===== src/hw/sso_pkg.sv =====
// Shared constants and types for the servo status output logic
package sso_pkg;

	// Control modes reported by the drive core
	typedef enum logic [2:0] {
		SSO_MODE_PULSE = 3'b000,	// Pulse-train position
		SSO_MODE_REG   = 3'b001,	// Internal-register position
		SSO_MODE_S     = 3'b010,	// Speed
		SSO_MODE_T     = 3'b011,	// Torque
		SSO_MODE_SZ    = 3'b100,	// Speed, zero reference
		SSO_MODE_TZ    = 3'b101	// Torque, zero reference
	} sso_mode_t;

	// Output function codes
	localparam logic [7:0] FN_IN_POSITION  = 8'h05;
	localparam logic [7:0] FN_TORQUE_LIMIT = 8'h06;
	localparam logic [7:0] FN_ALARM        = 8'h07;
	localparam logic [7:0] FN_BRAKE        = 8'h08;
	localparam logic [7:0] FN_HOMING_DONE  = 8'h09;
	localparam logic [7:0] FN_PRE_OVERLOAD = 8'h10;
	localparam logic [7:0] FN_WARNING      = 8'h11;

	// Origin sensor input function code, for reference
	localparam logic [7:0] FN_IN_ORIGIN    = 8'h24;

	// Overload alarm code shown when the full overload time elapses
	localparam logic [7:0] OVERLOAD_ALARM_CODE = 8'h06;

	// Timing: one millisecond base tick from the 8 ns core clock
	localparam int CLK_PERIOD_NS  = 8;
	localparam int TICK_PERIOD_NS = 1000000;
	localparam int TICK_CYCLES    = TICK_PERIOD_NS / CLK_PERIOD_NS;

	// Percent scale of the overload warning parameter
	localparam logic [7:0] PERCENT_FULL = 8'h64;

	// Brake sequencer states
	typedef enum logic [1:0] {
		BRK_RELEASED = 2'b00,
		BRK_WAIT_ON  = 2'b01,
		BRK_ENGAGED  = 2'b10,
		BRK_WAIT_OFF = 2'b11
	} sso_brake_t;

	// Reset values
	localparam logic RST_FLAG = 1'b0;
	localparam logic [7:0] NO_ALARM_CODE = 8'h00;	// No alarm latched

endpackage


===== src/hw/sso_overload_timer.sv =====
// Continuous overload timer with pre-overload and trip comparisons
`timescale 1ns/100ps
module sso_overload_timer #(
	parameter int ACC_W = 24	// Millisecond accumulator width
) (
	input  wire logic        i_core_clk,	// Core clock
	input  wire logic        i_rst_n,		// Async reset, active low
	input  wire logic        i_tick_ms,		// One-cycle millisecond tick
	input  wire logic        i_overload,	// Drive currently overloaded
	input  wire logic [15:0] i_limit_ms,	// Permissible overload time
	input  wire logic [7:0]  i_warn_pct,	// Overload warning percent
	output logic             o_pre_trip,	// Warning threshold passed
	output logic             o_trip		// Full overload time passed
);

	logic [ACC_W-1:0] acc_q;
	logic [31:0]      acc_scaled;
	logic [31:0]      thresh_scaled;

	// Accumulate only while continuously overloaded; saturate at top
	always_ff @(posedge i_core_clk or negedge i_rst_n) begin
		if (!i_rst_n) begin
			acc_q <= '0;
		end else if (!i_overload) begin
			acc_q <= '0;
		end else if (i_tick_ms && !(&acc_q)) begin
			acc_q <= acc_q + 1'b1;
		end
	end

	// Scale the count by 100 and the limit by the percent so no divider is needed
	assign acc_scaled    = 32'(acc_q) * 32'(sso_pkg::PERCENT_FULL);
	assign thresh_scaled = 32'(i_limit_ms) * 32'(i_warn_pct);

	// Comparison results, registered
	always_ff @(posedge i_core_clk or negedge i_rst_n) begin
		if (!i_rst_n) begin
			o_pre_trip <= sso_pkg::RST_FLAG;
			o_trip     <= sso_pkg::RST_FLAG;
		end else begin
			o_pre_trip <= i_overload && (acc_scaled > thresh_scaled);
			o_trip     <= i_overload && (32'(acc_q) > 32'(i_limit_ms));
		end
	end

	acc_clear_a: assert property (
		@(posedge i_core_clk) disable iff (!i_rst_n)
		!i_overload |=> (acc_q == '0) && !o_pre_trip && !o_trip)
		else $error("overload time not cleared");

	pre_trip_a: assert property (
		@(posedge i_core_clk) disable iff (!i_rst_n)
		(i_overload && acc_scaled > thresh_scaled) |=> o_pre_trip)
		else $error("pre-overload missed");

	trip_a: assert property (
		@(posedge i_core_clk) disable iff (!i_rst_n)
		o_trip |-> $past(32'(acc_q) > 32'(i_limit_ms)))
		else $error("overload trip without cause");

endmodule


===== src/hw/sso_status_out.sv =====
// Servo drive status flags and digital output routing
`timescale 1ns/100ps
module sso_status_out #(
	parameter int NUM_DO      = 5,	// Physical digital outputs
	parameter int P_TICK_CYCLES = sso_pkg::TICK_CYCLES	// Clocks per ms
) (
	input  wire logic               i_core_clk,	// 125 MHz core clock
	input  wire logic               i_rst_n,	// Async reset, active low
	input  wire sso_pkg::sso_mode_t i_ctrl_mode,	// Active control mode
	input  wire logic signed [31:0] i_pos_err,	// Pulse-train position error
	input  wire logic signed [31:0] i_motor_pos,	// Motor position
	input  wire logic signed [31:0] i_target_pos,	// Register-mode target
	input  wire logic [15:0]        i_in_position_window,	// Window
	input  wire logic               i_torque_at_param_limit,	// Param limit
	input  wire logic               i_torque_at_analog_limit,	// Analog
	input  wire logic               i_alarm_cond,	// Other alarm detected
	input  wire logic [4:0]         i_warn_cond,	// Limits, stop, comm, UV
	input  wire logic               i_alarm_clear,	// Clear latched alarm
	input  wire logic               i_brake_request,	// Engage brake
	input  wire logic [15:0]        i_brake_on_delay,	// ms before engage
	input  wire logic [15:0]        i_brake_off_delay,	// ms before release
	input  wire logic               i_homing_start,	// Homing command pulse
	input  wire logic               i_origin_sensor_input,	// Origin sensor
	input  wire logic               i_pos_overflow,	// Position overflow
	input  wire logic               i_overload,	// Drive overloaded
	input  wire logic [15:0]        i_overload_limit_ms,	// Permissible time
	input  wire logic [7:0]         i_overload_warning_percent,	// Percent
	input  wire logic [7:0]         i_do_func [NUM_DO],	// Code per output
	output logic                    o_in_position_flag,	// In position
	output logic                    o_torque_limit_reached_flag,	// At limit
	output logic                    o_alarm_flag,	// Any alarm
	output logic                    o_warn_flag,	// Warning
	output logic                    o_holding_brake_output,	// Brake on
	output logic                    o_homing_complete_flag,	// Homed
	output logic                    o_pre_overload_flag,	// Pre-overload
	output logic                    o_overload_alarm,	// Overload alarm
	output logic [7:0]              o_alarm_code,	// Latched alarm code
	output logic [NUM_DO-1:0]       o_do	// Routed outputs
);

	localparam int TICK_W = $clog2(P_TICK_CYCLES + 1);

	logic [TICK_W-1:0]      tick_cnt_q;
	logic                   tick_ms;
	logic signed [32:0]     err_cmd;
	logic signed [32:0]     err_tgt;
	logic [32:0]            abs_cmd;
	logic [32:0]            abs_tgt;
	logic [32:0]            window;
	logic                   warn_q;
	logic                   homing_active_q;
	logic                   pre_trip;
	logic                   trip;
	sso_pkg::sso_brake_t    brk_q;
	logic [15:0]            brk_cnt_q;

	// Millisecond base tick; one clock, so slow rates are enables
	always_ff @(posedge i_core_clk or negedge i_rst_n) begin
		if (!i_rst_n) begin
			tick_cnt_q <= '0;
		end else if (tick_ms) begin
			tick_cnt_q <= '0;
		end else begin
			tick_cnt_q <= tick_cnt_q + 1'b1;
		end
	end
	assign tick_ms = (tick_cnt_q == TICK_W'(P_TICK_CYCLES - 1));

	// Widen before negating so the most negative error cannot wrap
	assign err_cmd = 33'(i_pos_err);
	assign err_tgt = 33'(i_motor_pos) - 33'(i_target_pos);
	assign abs_cmd = err_cmd[32] ? 33'(-err_cmd) : 33'(err_cmd);
	assign abs_tgt = err_tgt[32] ? 33'(-err_tgt) : 33'(err_tgt);
	assign window = 33'(i_in_position_window);

	// Position and torque flags follow their conditions each cycle
	always_ff @(posedge i_core_clk or negedge i_rst_n) begin
		if (!i_rst_n) begin
			o_in_position_flag          <= sso_pkg::RST_FLAG;
			o_torque_limit_reached_flag <= sso_pkg::RST_FLAG;
		end else begin
			o_in_position_flag <=
				(i_ctrl_mode == sso_pkg::SSO_MODE_PULSE && abs_cmd <= window)
				|| (i_ctrl_mode == sso_pkg::SSO_MODE_REG
				&& abs_tgt <= window);
			o_torque_limit_reached_flag <=
				(i_torque_at_param_limit || i_torque_at_analog_limit)
				&& i_ctrl_mode != sso_pkg::SSO_MODE_T
				&& i_ctrl_mode != sso_pkg::SSO_MODE_TZ;
		end
	end

	// Warning leads alarm by one clock for the listed conditions
	always_ff @(posedge i_core_clk or negedge i_rst_n) begin
		if (!i_rst_n) begin
			warn_q       <= sso_pkg::RST_FLAG;
			o_alarm_flag <= sso_pkg::RST_FLAG;
		end else begin
			warn_q       <= |i_warn_cond;
			o_alarm_flag <= i_alarm_cond || warn_q || o_overload_alarm;
		end
	end
	assign o_warn_flag = warn_q;

	// Overload alarm latches until cleared; a new trip wins over clear
	always_ff @(posedge i_core_clk or negedge i_rst_n) begin
		if (!i_rst_n) begin
			o_overload_alarm <= sso_pkg::RST_FLAG;
			o_alarm_code     <= sso_pkg::NO_ALARM_CODE;
		end else if (trip) begin
			o_overload_alarm <= 1'b1;
			o_alarm_code     <= sso_pkg::OVERLOAD_ALARM_CODE;
		end else if (i_alarm_clear) begin
			o_overload_alarm <= 1'b0;
			o_alarm_code     <= sso_pkg::NO_ALARM_CODE;
		end
	end

	// Overload timing; pre-overload only reported in register mode
	sso_overload_timer u_ovl (
		.i_core_clk (i_core_clk),
		.i_rst_n    (i_rst_n),
		.i_tick_ms  (tick_ms),
		.i_overload (i_overload),
		.i_limit_ms (i_overload_limit_ms),
		.i_warn_pct (i_overload_warning_percent),
		.o_pre_trip (pre_trip),
		.o_trip     (trip)
	);
	assign o_pre_overload_flag =
		pre_trip && i_ctrl_mode == sso_pkg::SSO_MODE_REG;

	// Homing: command clears, origin during homing in register mode sets, overflow clears
	always_ff @(posedge i_core_clk or negedge i_rst_n) begin
		if (!i_rst_n) begin
			homing_active_q        <= 1'b0;
			o_homing_complete_flag <= sso_pkg::RST_FLAG;
		end else if (i_homing_start) begin
			homing_active_q        <= 1'b1;
			o_homing_complete_flag <= 1'b0;
		end else if (homing_active_q && i_origin_sensor_input
			&& i_ctrl_mode == sso_pkg::SSO_MODE_REG) begin
			homing_active_q        <= 1'b0;
			o_homing_complete_flag <= 1'b1;
		end else if (i_pos_overflow) begin
			o_homing_complete_flag <= 1'b0;
		end
	end

	// Brake sequencer counts delays in ms; request change aborts a wait
	always_ff @(posedge i_core_clk or negedge i_rst_n) begin
		if (!i_rst_n) begin
			brk_q     <= sso_pkg::BRK_RELEASED;
			brk_cnt_q <= 16'h0000;
		end else begin
			unique case (brk_q)
				sso_pkg::BRK_RELEASED: begin
					brk_cnt_q <= 16'h0000;
					if (i_brake_request) begin
						brk_q <= sso_pkg::BRK_WAIT_ON;
					end
				end
				sso_pkg::BRK_WAIT_ON: begin
					if (!i_brake_request) begin
						brk_q <= sso_pkg::BRK_RELEASED;
					end else if (brk_cnt_q >= i_brake_on_delay) begin
						brk_q     <= sso_pkg::BRK_ENGAGED;
						brk_cnt_q <= 16'h0000;
					end else if (tick_ms) begin
						brk_cnt_q <= brk_cnt_q + 1'b1;
					end
				end
				sso_pkg::BRK_ENGAGED: begin
					brk_cnt_q <= 16'h0000;
					if (!i_brake_request) begin
						brk_q <= sso_pkg::BRK_WAIT_OFF;
					end
				end
				sso_pkg::BRK_WAIT_OFF: begin
					if (i_brake_request) begin
						brk_q     <= sso_pkg::BRK_ENGAGED;
						brk_cnt_q <= 16'h0000;
					end else if (brk_cnt_q >= i_brake_off_delay) begin
						brk_q     <= sso_pkg::BRK_RELEASED;
					end else if (tick_ms) begin
						brk_cnt_q <= brk_cnt_q + 1'b1;
					end
				end
			endcase
		end
	end
	assign o_holding_brake_output = (brk_q == sso_pkg::BRK_ENGAGED)
		|| (brk_q == sso_pkg::BRK_WAIT_OFF);

	// Route each physical output to its configured function
	for (genvar k = 0; k < NUM_DO; k++) begin : g_do
		always_ff @(posedge i_core_clk or negedge i_rst_n) begin
			if (!i_rst_n) begin
				o_do[k] <= sso_pkg::RST_FLAG;
			end else begin
				unique case (i_do_func[k])
					sso_pkg::FN_IN_POSITION:  o_do[k] <= o_in_position_flag;
					sso_pkg::FN_TORQUE_LIMIT:
						o_do[k] <= o_torque_limit_reached_flag;
					sso_pkg::FN_ALARM:        o_do[k] <= o_alarm_flag;
					sso_pkg::FN_BRAKE:        o_do[k] <= o_holding_brake_output;
					sso_pkg::FN_HOMING_DONE:  o_do[k] <= o_homing_complete_flag;
					sso_pkg::FN_PRE_OVERLOAD: o_do[k] <= o_pre_overload_flag;
					sso_pkg::FN_WARNING:      o_do[k] <= o_warn_flag;
					default:                  o_do[k] <= 1'b0;
				endcase
			end
		end
	end

	in_pos_pulse_a: assert property (
		@(posedge i_core_clk) disable iff (!i_rst_n)
		(i_ctrl_mode == sso_pkg::SSO_MODE_PULSE) |=>
			(o_in_position_flag == ($past(abs_cmd) <= $past(window))))
		else $error("pulse-train in-position wrong");

	in_pos_reg_a: assert property (
		@(posedge i_core_clk) disable iff (!i_rst_n)
		(i_ctrl_mode == sso_pkg::SSO_MODE_REG) |=>
			(o_in_position_flag == ($past(abs_tgt) <= $past(window))))
		else $error("register-mode in-position wrong");

	torque_mode_a: assert property (
		@(posedge i_core_clk) disable iff (!i_rst_n)
		(i_ctrl_mode == sso_pkg::SSO_MODE_T
		|| i_ctrl_mode == sso_pkg::SSO_MODE_TZ) |=>
			!o_torque_limit_reached_flag)
		else $error("torque-limit flag in torque mode");

	alarm_any_a: assert property (
		@(posedge i_core_clk) disable iff (!i_rst_n)
		i_alarm_cond |=> o_alarm_flag)
		else $error("alarm condition not flagged");

	warn_first_a: assert property (
		@(posedge i_core_clk) disable iff (!i_rst_n)
		(|i_warn_cond) |=> o_warn_flag ##1 o_alarm_flag)
		else $error("warning did not lead alarm");

	ovl_alarm_a: assert property (
		@(posedge i_core_clk) disable iff (!i_rst_n)
		trip |=> o_overload_alarm ##1 o_alarm_flag)
		else $error("overload alarm not raised");

	brake_hold_a: assert property (
		@(posedge i_core_clk) disable iff (!i_rst_n)
		$rose(o_holding_brake_output) |->
			$past(brk_cnt_q) >= $past(i_brake_on_delay))
		else $error("brake engaged before delay");

	home_clear_a: assert property (
		@(posedge i_core_clk) disable iff (!i_rst_n)
		i_homing_start |=> !o_homing_complete_flag)
		else $error("homing command did not clear flag");

	home_keep_a: assert property (
		@(posedge i_core_clk) disable iff (!i_rst_n)
		$fell(o_homing_complete_flag) |->
			$past(i_pos_overflow) || $past(i_homing_start))
		else $error("homing flag cleared without cause");

	home_set_a: assert property (
		@(posedge i_core_clk) disable iff (!i_rst_n)
		$rose(o_homing_complete_flag) |->
			$past(homing_active_q) && $past(i_origin_sensor_input))
		else $error("homing flag set without origin");

	pre_ovl_mode_a: assert property (
		@(posedge i_core_clk) disable iff (!i_rst_n)
		o_pre_overload_flag |-> i_ctrl_mode == sso_pkg::SSO_MODE_REG)
		else $error("pre-overload outside register mode");

endmodule


===== config.mk =====
export PLATFORM = sky130hd
export DESIGN_NAME = sso_status_out
export DESIGN_NICKNAME = d
export VERILOG_FILES = /design/src/hw/sso_pkg.sv /design/src/hw/sso_overload_timer.sv /design/src/hw/sso_status_out.sv
export SDC_FILE = /design/constraint.sdc
export NUM_CORES = 1
export LEC_CHECK = 0
export BUFFER_PORTS_ARGS = -buffer_cell sky130_fd_sc_hd__buf_4
export CAP_MARGIN = 20
export CORE_MARGIN = 2
export CORE_UTILIZATION = 60
export DETAILED_ROUTE_END_ITERATION = 8
export HOLD_SLACK_MARGIN = 0.08
export PLACE_DENSITY_LB_ADDON = 0.15
export SYNTH_ARGS = -nofsm -noshare
export SYNTH_HDL_FRONTEND = slang
export SYNTH_SLANG_ARGS = --single-unit

===== constraint.sdc =====
create_clock -name i_core_clk -period 6.6 [get_ports i_core_clk]
set_clock_uncertainty 0.2 [all_clocks]
set_input_delay 0.33 -clock i_core_clk [delete_from_list [all_inputs] [get_ports i_core_clk]]
set_output_delay 0.33 -clock i_core_clk [all_outputs]
set_load 0.005 [all_outputs]

# After elaboration in Yosys (flattened, before gate mapping)
# Cells that the tools add are included.
[word_totals] mem_bits_rw=0 rom_bits=0 register_bits=81 latchBits=0 mem_count=0 out_inout_bits=21 input_bits=227
[classes] n_addsub=6 order_cmp=6 n_div=0 shift=0 reduce_logical=26 muxes=32 eq_ne=49 mul=2 n_bitwise=0
[ops] op="$eq 8x3->1 const B" n=15
[ops] op="$eq 8x4->1 const B" n=10
[ops] op="$eq 8x5->1 const B" n=10
[ops] op="$mux 16" n=5
[ops] op="$le 33x16->1" n=2
[ops] op="$mux 33" n=2
[ops] op="$mux 24" n=2
[ops] op="$pmux 16 s3" n=1
[ops] op="$pmux 1 s7" n=5
[ops] op="$neg 32->33" n=1
[ops] op="$neg 33->33" n=1
[ops] op="$sub 32x32->33" n=1
[ops] op="$ge 16x16->1" n=2
[ops] op="$gt 31x24->1" n=1
[ops] op="$mul 24x5->29 const B" n=1
[ops] op="$add 24x1->24 const B" n=1
[ops] op="$gt 24x16->1" n=1
[ops] op="$mul 16x8->24" n=1
[ops] op="$reduce_and 24->1" n=1
[ops] op="$add 17x1->17 const B" n=1
[ops] op="$eq 17x17->1 const B" n=1
[ops] op="$mux 17" n=1
[ops] op="$add 16x1->16 const B" n=1
[ops] op="$mux 8" n=2
[ops] op="21 further kinds" n=52

# Depth between registers and ports, before layout
[depth] ltp_word=6 depth_mapped=33 mapped_depth_nobuf=32

# Hierarchy
# From an unflattened synthesis, not the netlist that was laid out.
[unflattened] cells_unflattened=2099 area_unflattened_um2=16525.8
[modules_own_cells] mod="sso_overload_timer" cells_per_inst=1014 instances=1 area_per_inst_um2=8593.2 seq_area_each_um2=650.6
[modules_own_cells] mod="sso_status_out" cells_per_inst=1085 instances=1 area_per_inst_um2=7932.6 seq_area_each_um2=1176.1

# Least setup slack after synthesis
# No wires, ideal clock.
[synth_path] path_type="input to register" from="input port i_overload_warning_percent[7]" to="register u_ovl.o_pre_trip" path_slack_ps=111 setup_time_ps=129 stages=30 n_path_buf=1 arrival_time_ps=6160 cell_sequence="clkbuf_1 nand2_1 fa_1 fa_1 inv_1 fa_1 inv_1 fa_1 inv_1 ha_1 inv_1 o21bai_1 a21oi_1 o21bai_1 a21oi_1 o211a_1 a21oi_1 a21oi_1 xor2_1 ha_1 a21oi_1 o21bai_1 a221o_1 a21oi_1 nor2b_1 o21ai_0 nand2b_1 a211oi_1 o221ai_1 o41a_1"
[synth_via] elab_chain_len=3
[synth_lines] item="start: declaration" line="sso_status_out.sv:27" rtl="input wire logic [7:0] i_overload_warning_percent,"
[synth_lines] item="$mul 16x8->24" line="sso_overload_timer.sv:33" rtl="assign thresh_scaled = 32'(i_limit_ms) * 32'(i_warn_pct);"
[synth_lines] item="$gt 31x24->1" line="sso_overload_timer.sv:41" rtl="o_pre_trip <= i_overload && (acc_scaled > thresh_scaled);"
[synth_lines] item="$logic_and 1x1->1" line="sso_overload_timer.sv:41"
[synth_lines] item="end signal: assignment" line="sso_overload_timer.sv:38" rtl="o_pre_trip <= sso_pkg::RST_FLAG;"
[synth_lines] item="end signal: assignment" line="sso_overload_timer.sv:41"
[synth_lines] item="end: declaration" line="sso_overload_timer.sv:12" rtl="output logic o_pre_trip,"
# Every way passes these cells.
# A chain may end at the register's enable or synchronous reset.

# Worst setup path after layout
[layout_path] from="input port i_overload_warning_percent[4]" to="register u_ovl.o_pre_trip"
# Same word-level chain as after synthesis.

==> impl_metrics.py <==
metrics = {
    "worst_setup_path": {
        "r2r_cells": 27,
        "crit_path_start_kind": "input port",
        "standard_cell_with_the_maximum_stage_delay_on_the_critical_path": "sky130_fd_sc_hd__fa_1",
        "r2r_slack_ps": 810,
        "timing.critical_path.slowest_cell_delay_ps": 550,
        "critPathArrivalTime_ps": 6310,
        "cp_required_ps": 6630,
        "critical_path.reg2reg.endpoint": "u_ovl.o_pre_trip$_DFF_PN0_",
        "timing.critical_path.to_type": "flop",
        "rr_startpoint": "u_ovl.acc_q[2]$_DFFE_PN0P_",
        "cpMostUsedCell": "sky130_fd_sc_hd__fa_1",
        "worstSetupPathType": "in2reg",
        "critical_path_peak_fanout": 5,
    },
    "sta": {
        "timing.final.setup_violations": 0,
        "timing.final.max_slew_violations": 0,
        "final_hold_viol_count": 0,
        "worst_pin_slew_ps": 1050,
        "timing.fmax_mhz": 159,
        "timing.final.ws_setup_ps": 316,
        "finalCriticalPeriod_ps": 6280,
        "part_of_the_cycle_the_worst_path_needs_pct": 95.2,
        "timing.slew.headroom_pct": 29.9,
    },
    "global_route": {
        "antenna_found_initial": 0,
        "grt.overflow.total": 0,
        "grt_pass1_vias": 15500,
        "track_usage_pct": 30.3,
        "grt_max_degree": 74,
        "grt_first_pass_wirelength_um": 72900,
    },
    "logic_synthesis": {
        "synth-edff-count": 0,
        "count_of_state_elements_after_synthesis": 73,
        "top_ff_cell_synth": "sky130_fd_sc_hd__dfrtp_1",
        "post_synth_instance_area_um2": 16600,
        "netlist_instances": 2104,
        "post_synth.cell_area_avg_um2": 7.87,
        "synth_cell_type_count": 83,
        "fraction_of_the_yosys_area_taken_by_sequential_cells_pct": 11.0,
        "asyncSetResetFlopFracSynth_pct": 100,
        "synthesis.yosys.warnings": 0,
    },
    "clock_tree": {
        "cts.clk_slew.worst_paths_ps": 70,
        "cts_inserted_buffers": 9,
        "cts_max_level": 3,
        "cts_tree": "done",
        "clock_path_buffers": 2,
        "clk-insertion-delay-late_ps": 350,
        "root_buffer": "sky130_fd_sc_hd__clkbuf_16",
        "cts.sinks": 73,
    },
    "layout": {
        "nNetsFinal": 2934,
        "post_route_cells_drive_above_1_share_pct": 13.7,
        "antennaDiodeCount": 0,
        "syn2layout_area_growth_pct": 15.9,
        "n_fill_cell": 2245,
        "stdcell_count": 2685,
        "final_core_occ_pct": 71.0,
    },
    "floorplanning": {
        "core_um2": 27000,
        "rows": 60,
        "floorplan.initialDensity_pct": 61.3,
        "count_of_boundary_i_o_pins": 248,
        "chipHeight_um": 170,
        "die-width_um": 170,
        "die_area_um2": 28900,
    },
    "power_and_ir_drop": {
        "p_sw_w": 0.00145,
        "combinational_cell_fraction_of_total_power_pct": 71.0,
        "clkPwrFrac_pct": 14.8,
        "power.density_nw_per_um2": 165,
        "worst_ir_drop_on_vdd_mv": 0.191,
        "internal_power_w": 0.00173,
        "sw_frac_of_total_pct": 45.6,
        "seq_power_share_pct": 14.3,
        "static-leakage-power_nw": 9.87,
    },
    "detailed_routing": {
        "vias": 15600,
        "firstDrtPassIters": 7,
        "detail_route.iter0.violations": 1002,
        "drt_wl_total_um": 43300,
        "avgRoutedWirePerCell_um": 16.1,
        "route.antenna.remaining_nets": 0,
        "vias_per_cell": 5.81,
        "drc_errors": 0,
    },
    "placed_design": {
        "place.detailed.instances": 2649,
        "port-buffer-count": 241,
        "dp_worst_setup_slack_ps": -97.9,
        "dpl.hpwl_um": 36400,
        "gp_congestion": 0.979,
    },
    "hold_path": {
        "worstHoldPathCells": 3,
        "hold_path.class": "in2reg",
        "hold_path_startpoint": "i_brake_request",
    },
    "run_status": {
        "outcome": "finished, final reports clean",
    },
    "flow_run": {
        "drv.max_cap_violation_count": 0,
    },
}
## state kept, by name (all words and copies together) (netlist names), named ones only
signal,flops
u_ovl.acc_q,24
tick_cnt_q,17
brk_cnt_q,16
o_do,5
brk_q,1
homing_active_q,1
o_alarm_code,1
o_alarm_flag,1
o_homing_complete_flag,1
o_in_position_flag,1
o_torque_limit_reached_flag,1
o_warn_flag,1
u_ovl.o_pre_trip,1
u_ovl.o_trip,1
## layer usage
metal	vias to the layer above	GRT usage (%)	share of wire, %
li1	7683	-	-
met1	7399	39.8	44
met2	441	53.2	49
met3	68	2.60	4.2
met4	0	8.55	2.3
met5	-	0	0
## cells by family (layout without fill, tap and decap cells)
family          count (synthesis)  count (layout)  share of synthesized area, %
flops                          73              73                          11.0
compound gates                440             440                          17.2
buf+inv                       398             633                          9.39
other cells                     1               6                        0.0227
fa+ha+maj                     368             368                          32.5
mux                            29              29                          1.80
xor+xnor                      128             128                          6.77
simple gates                  667             667                          21.2
## worst max-delay path, delay by kind of cell
kind / cells / cell delay (ps)
simple gates: 3 / 300
compound gates: 15 / 2590
xor+xnor: 1 / 200
fa+ha+maj: 6 / 2580
buf+inv: 4 / 300
## what timing repair did
item,CTS,global route
hold buffers,17,0
gates resized for setup,0,11
setup endpoints to repair,0,1
setup buffers,0,3
hold endpoints to repair,83,0
## how the worst max path moves through the flow
stage	start	endpoint
after floorplan	i_overload_warning_percent[7]	u_ovl.o_pre_trip$_DFF_PN0_
after detailed placement	i_overload_warning_percent[4]	u_ovl.o_pre_trip$_DFF_PN0_
after CTS	i_overload_limit_ms[0]	u_ovl.o_pre_trip$_DFF_PN0_
after global routing	i_overload_warning_percent[4]	u_ovl.o_pre_trip$_DFF_PN0_
final	i_overload_warning_percent[4]	u_ovl.o_pre_trip$_DFF_PN0_
after global placement	i_overload_warning_percent[4]	u_ovl.o_pre_trip$_DFF_PN0_
## power groups by stage
stage                     Combinational, W  Sequential, W  Clock, W
after floorplan                    0.00158       0.000461         0
after global placement             0.00207       0.000461         0
after detailed placement           0.00215       0.000462         0
after CTS                          0.00217       0.000453  0.000476
after global routing               0.00256       0.000453  0.000498
final                              0.00225       0.000453  0.000468
## metrics by stage
step | hold slack (ps) | setup TNS [ps] | total power, W | area (um^2)
finish | 86.7 | 0 | 0.00317 | 19200
global route | 104 | -63.9 | 0.00351 | 19200
CTS | 80.3 | 0 | 0.00310 | 19100
detailed placement | 218 | -97.9 | 0.00261 | 18700
global placement | 213 | 0 | 0.00253 | 18700
floorplan | -166 | 0 | 0.00204 | 16600
## layout by cell type (no fill, tap or decap), types with 20 or more instances in the layout
master / count
sky130_fd_sc_hd__inv_1: 339
sky130_fd_sc_hd__ha_1: 263
sky130_fd_sc_hd__buf_4: 260
sky130_fd_sc_hd__nand2_1: 144
sky130_fd_sc_hd__and2_1: 124
sky130_fd_sc_hd__a21oi_1: 112
sky130_fd_sc_hd__fa_1: 104
sky130_fd_sc_hd__xnor2_1: 100
sky130_fd_sc_hd__nor2_1: 98
sky130_fd_sc_hd__o21ai_0: 98
sky130_fd_sc_hd__dfrtp_1: 73
sky130_fd_sc_hd__nand3_1: 59
sky130_fd_sc_hd__nor3_1: 58
sky130_fd_sc_hd__a21o_1: 37
sky130_fd_sc_hd__nand4_1: 31
sky130_fd_sc_hd__xor2_1: 28
sky130_fd_sc_hd__nor4_1: 26
sky130_fd_sc_hd__o21bai_1: 24
sky130_fd_sc_hd__mux2i_1: 23
sky130_fd_sc_hd__o21a_1: 23
sky130_fd_sc_hd__a31oi_1: 22
sky130_fd_sc_hd__and3_1: 21
sky130_fd_sc_hd__nand2b_1: 20
sky130_fd_sc_hd__nor2b_1: 20
## cell type report
type                            count  area, um^2  area share, %
Sequential cell                    73        1830           9.52
Timing Repair Buffer              278        2130           11.1
Multi-Input combinational cell   1638       13200           69.0
Clock inverter                      7        58.8          0.307
Inverter                          339        1270           6.63
Clock buffer                        9         225           1.17
Tap cell                          341         427           2.22
## synthesized netlist by cell type (7+ instances only)
cell type                  count  area, um^2
sky130_fd_sc_hd__o21a_1       23         173
sky130_fd_sc_hd__o31ai_1      16         120
sky130_fd_sc_hd__o211ai_1     10        75.1
sky130_fd_sc_hd__a31oi_1      23         144
sky130_fd_sc_hd__nor3b_1       7        52.6
sky130_fd_sc_hd__or4_1         9        67.6
sky130_fd_sc_hd__fa_1        104        2080
sky130_fd_sc_hd__xor2_1       28         245
sky130_fd_sc_hd__buf_4         8        60.1
sky130_fd_sc_hd__a211oi_1     11        82.6
sky130_fd_sc_hd__nor4_1       27         169
sky130_fd_sc_hd__nand2b_1     20         125
sky130_fd_sc_hd__and2_1      124         776
sky130_fd_sc_hd__ha_1        264        3300
sky130_fd_sc_hd__dfrtp_1      73        1830
sky130_fd_sc_hd__nor2_1       98         368
sky130_fd_sc_hd__nand2_1     145         544
sky130_fd_sc_hd__a21oi_1     116         581
sky130_fd_sc_hd__o22ai_1       8        50.1
sky130_fd_sc_hd__or3_1        10        62.6
sky130_fd_sc_hd__o21ai_0      99         495
sky130_fd_sc_hd__or2_2        12        75.1
sky130_fd_sc_hd__a21o_1       37         278
sky130_fd_sc_hd__o21bai_1     24         180
sky130_fd_sc_hd__and3_1       21         131
sky130_fd_sc_hd__xnor2_1     100         876
sky130_fd_sc_hd__nand3_1      59         295
sky130_fd_sc_hd__nand4_1      31         194
sky130_fd_sc_hd__nor3_1       58         290
sky130_fd_sc_hd__inv_1       339        1270
sky130_fd_sc_hd__mux2i_1      23         230
sky130_fd_sc_hd__nor2b_1      20         125
sky130_fd_sc_hd__clkbuf_1     41         154
(Power assumes the default switching activity.)
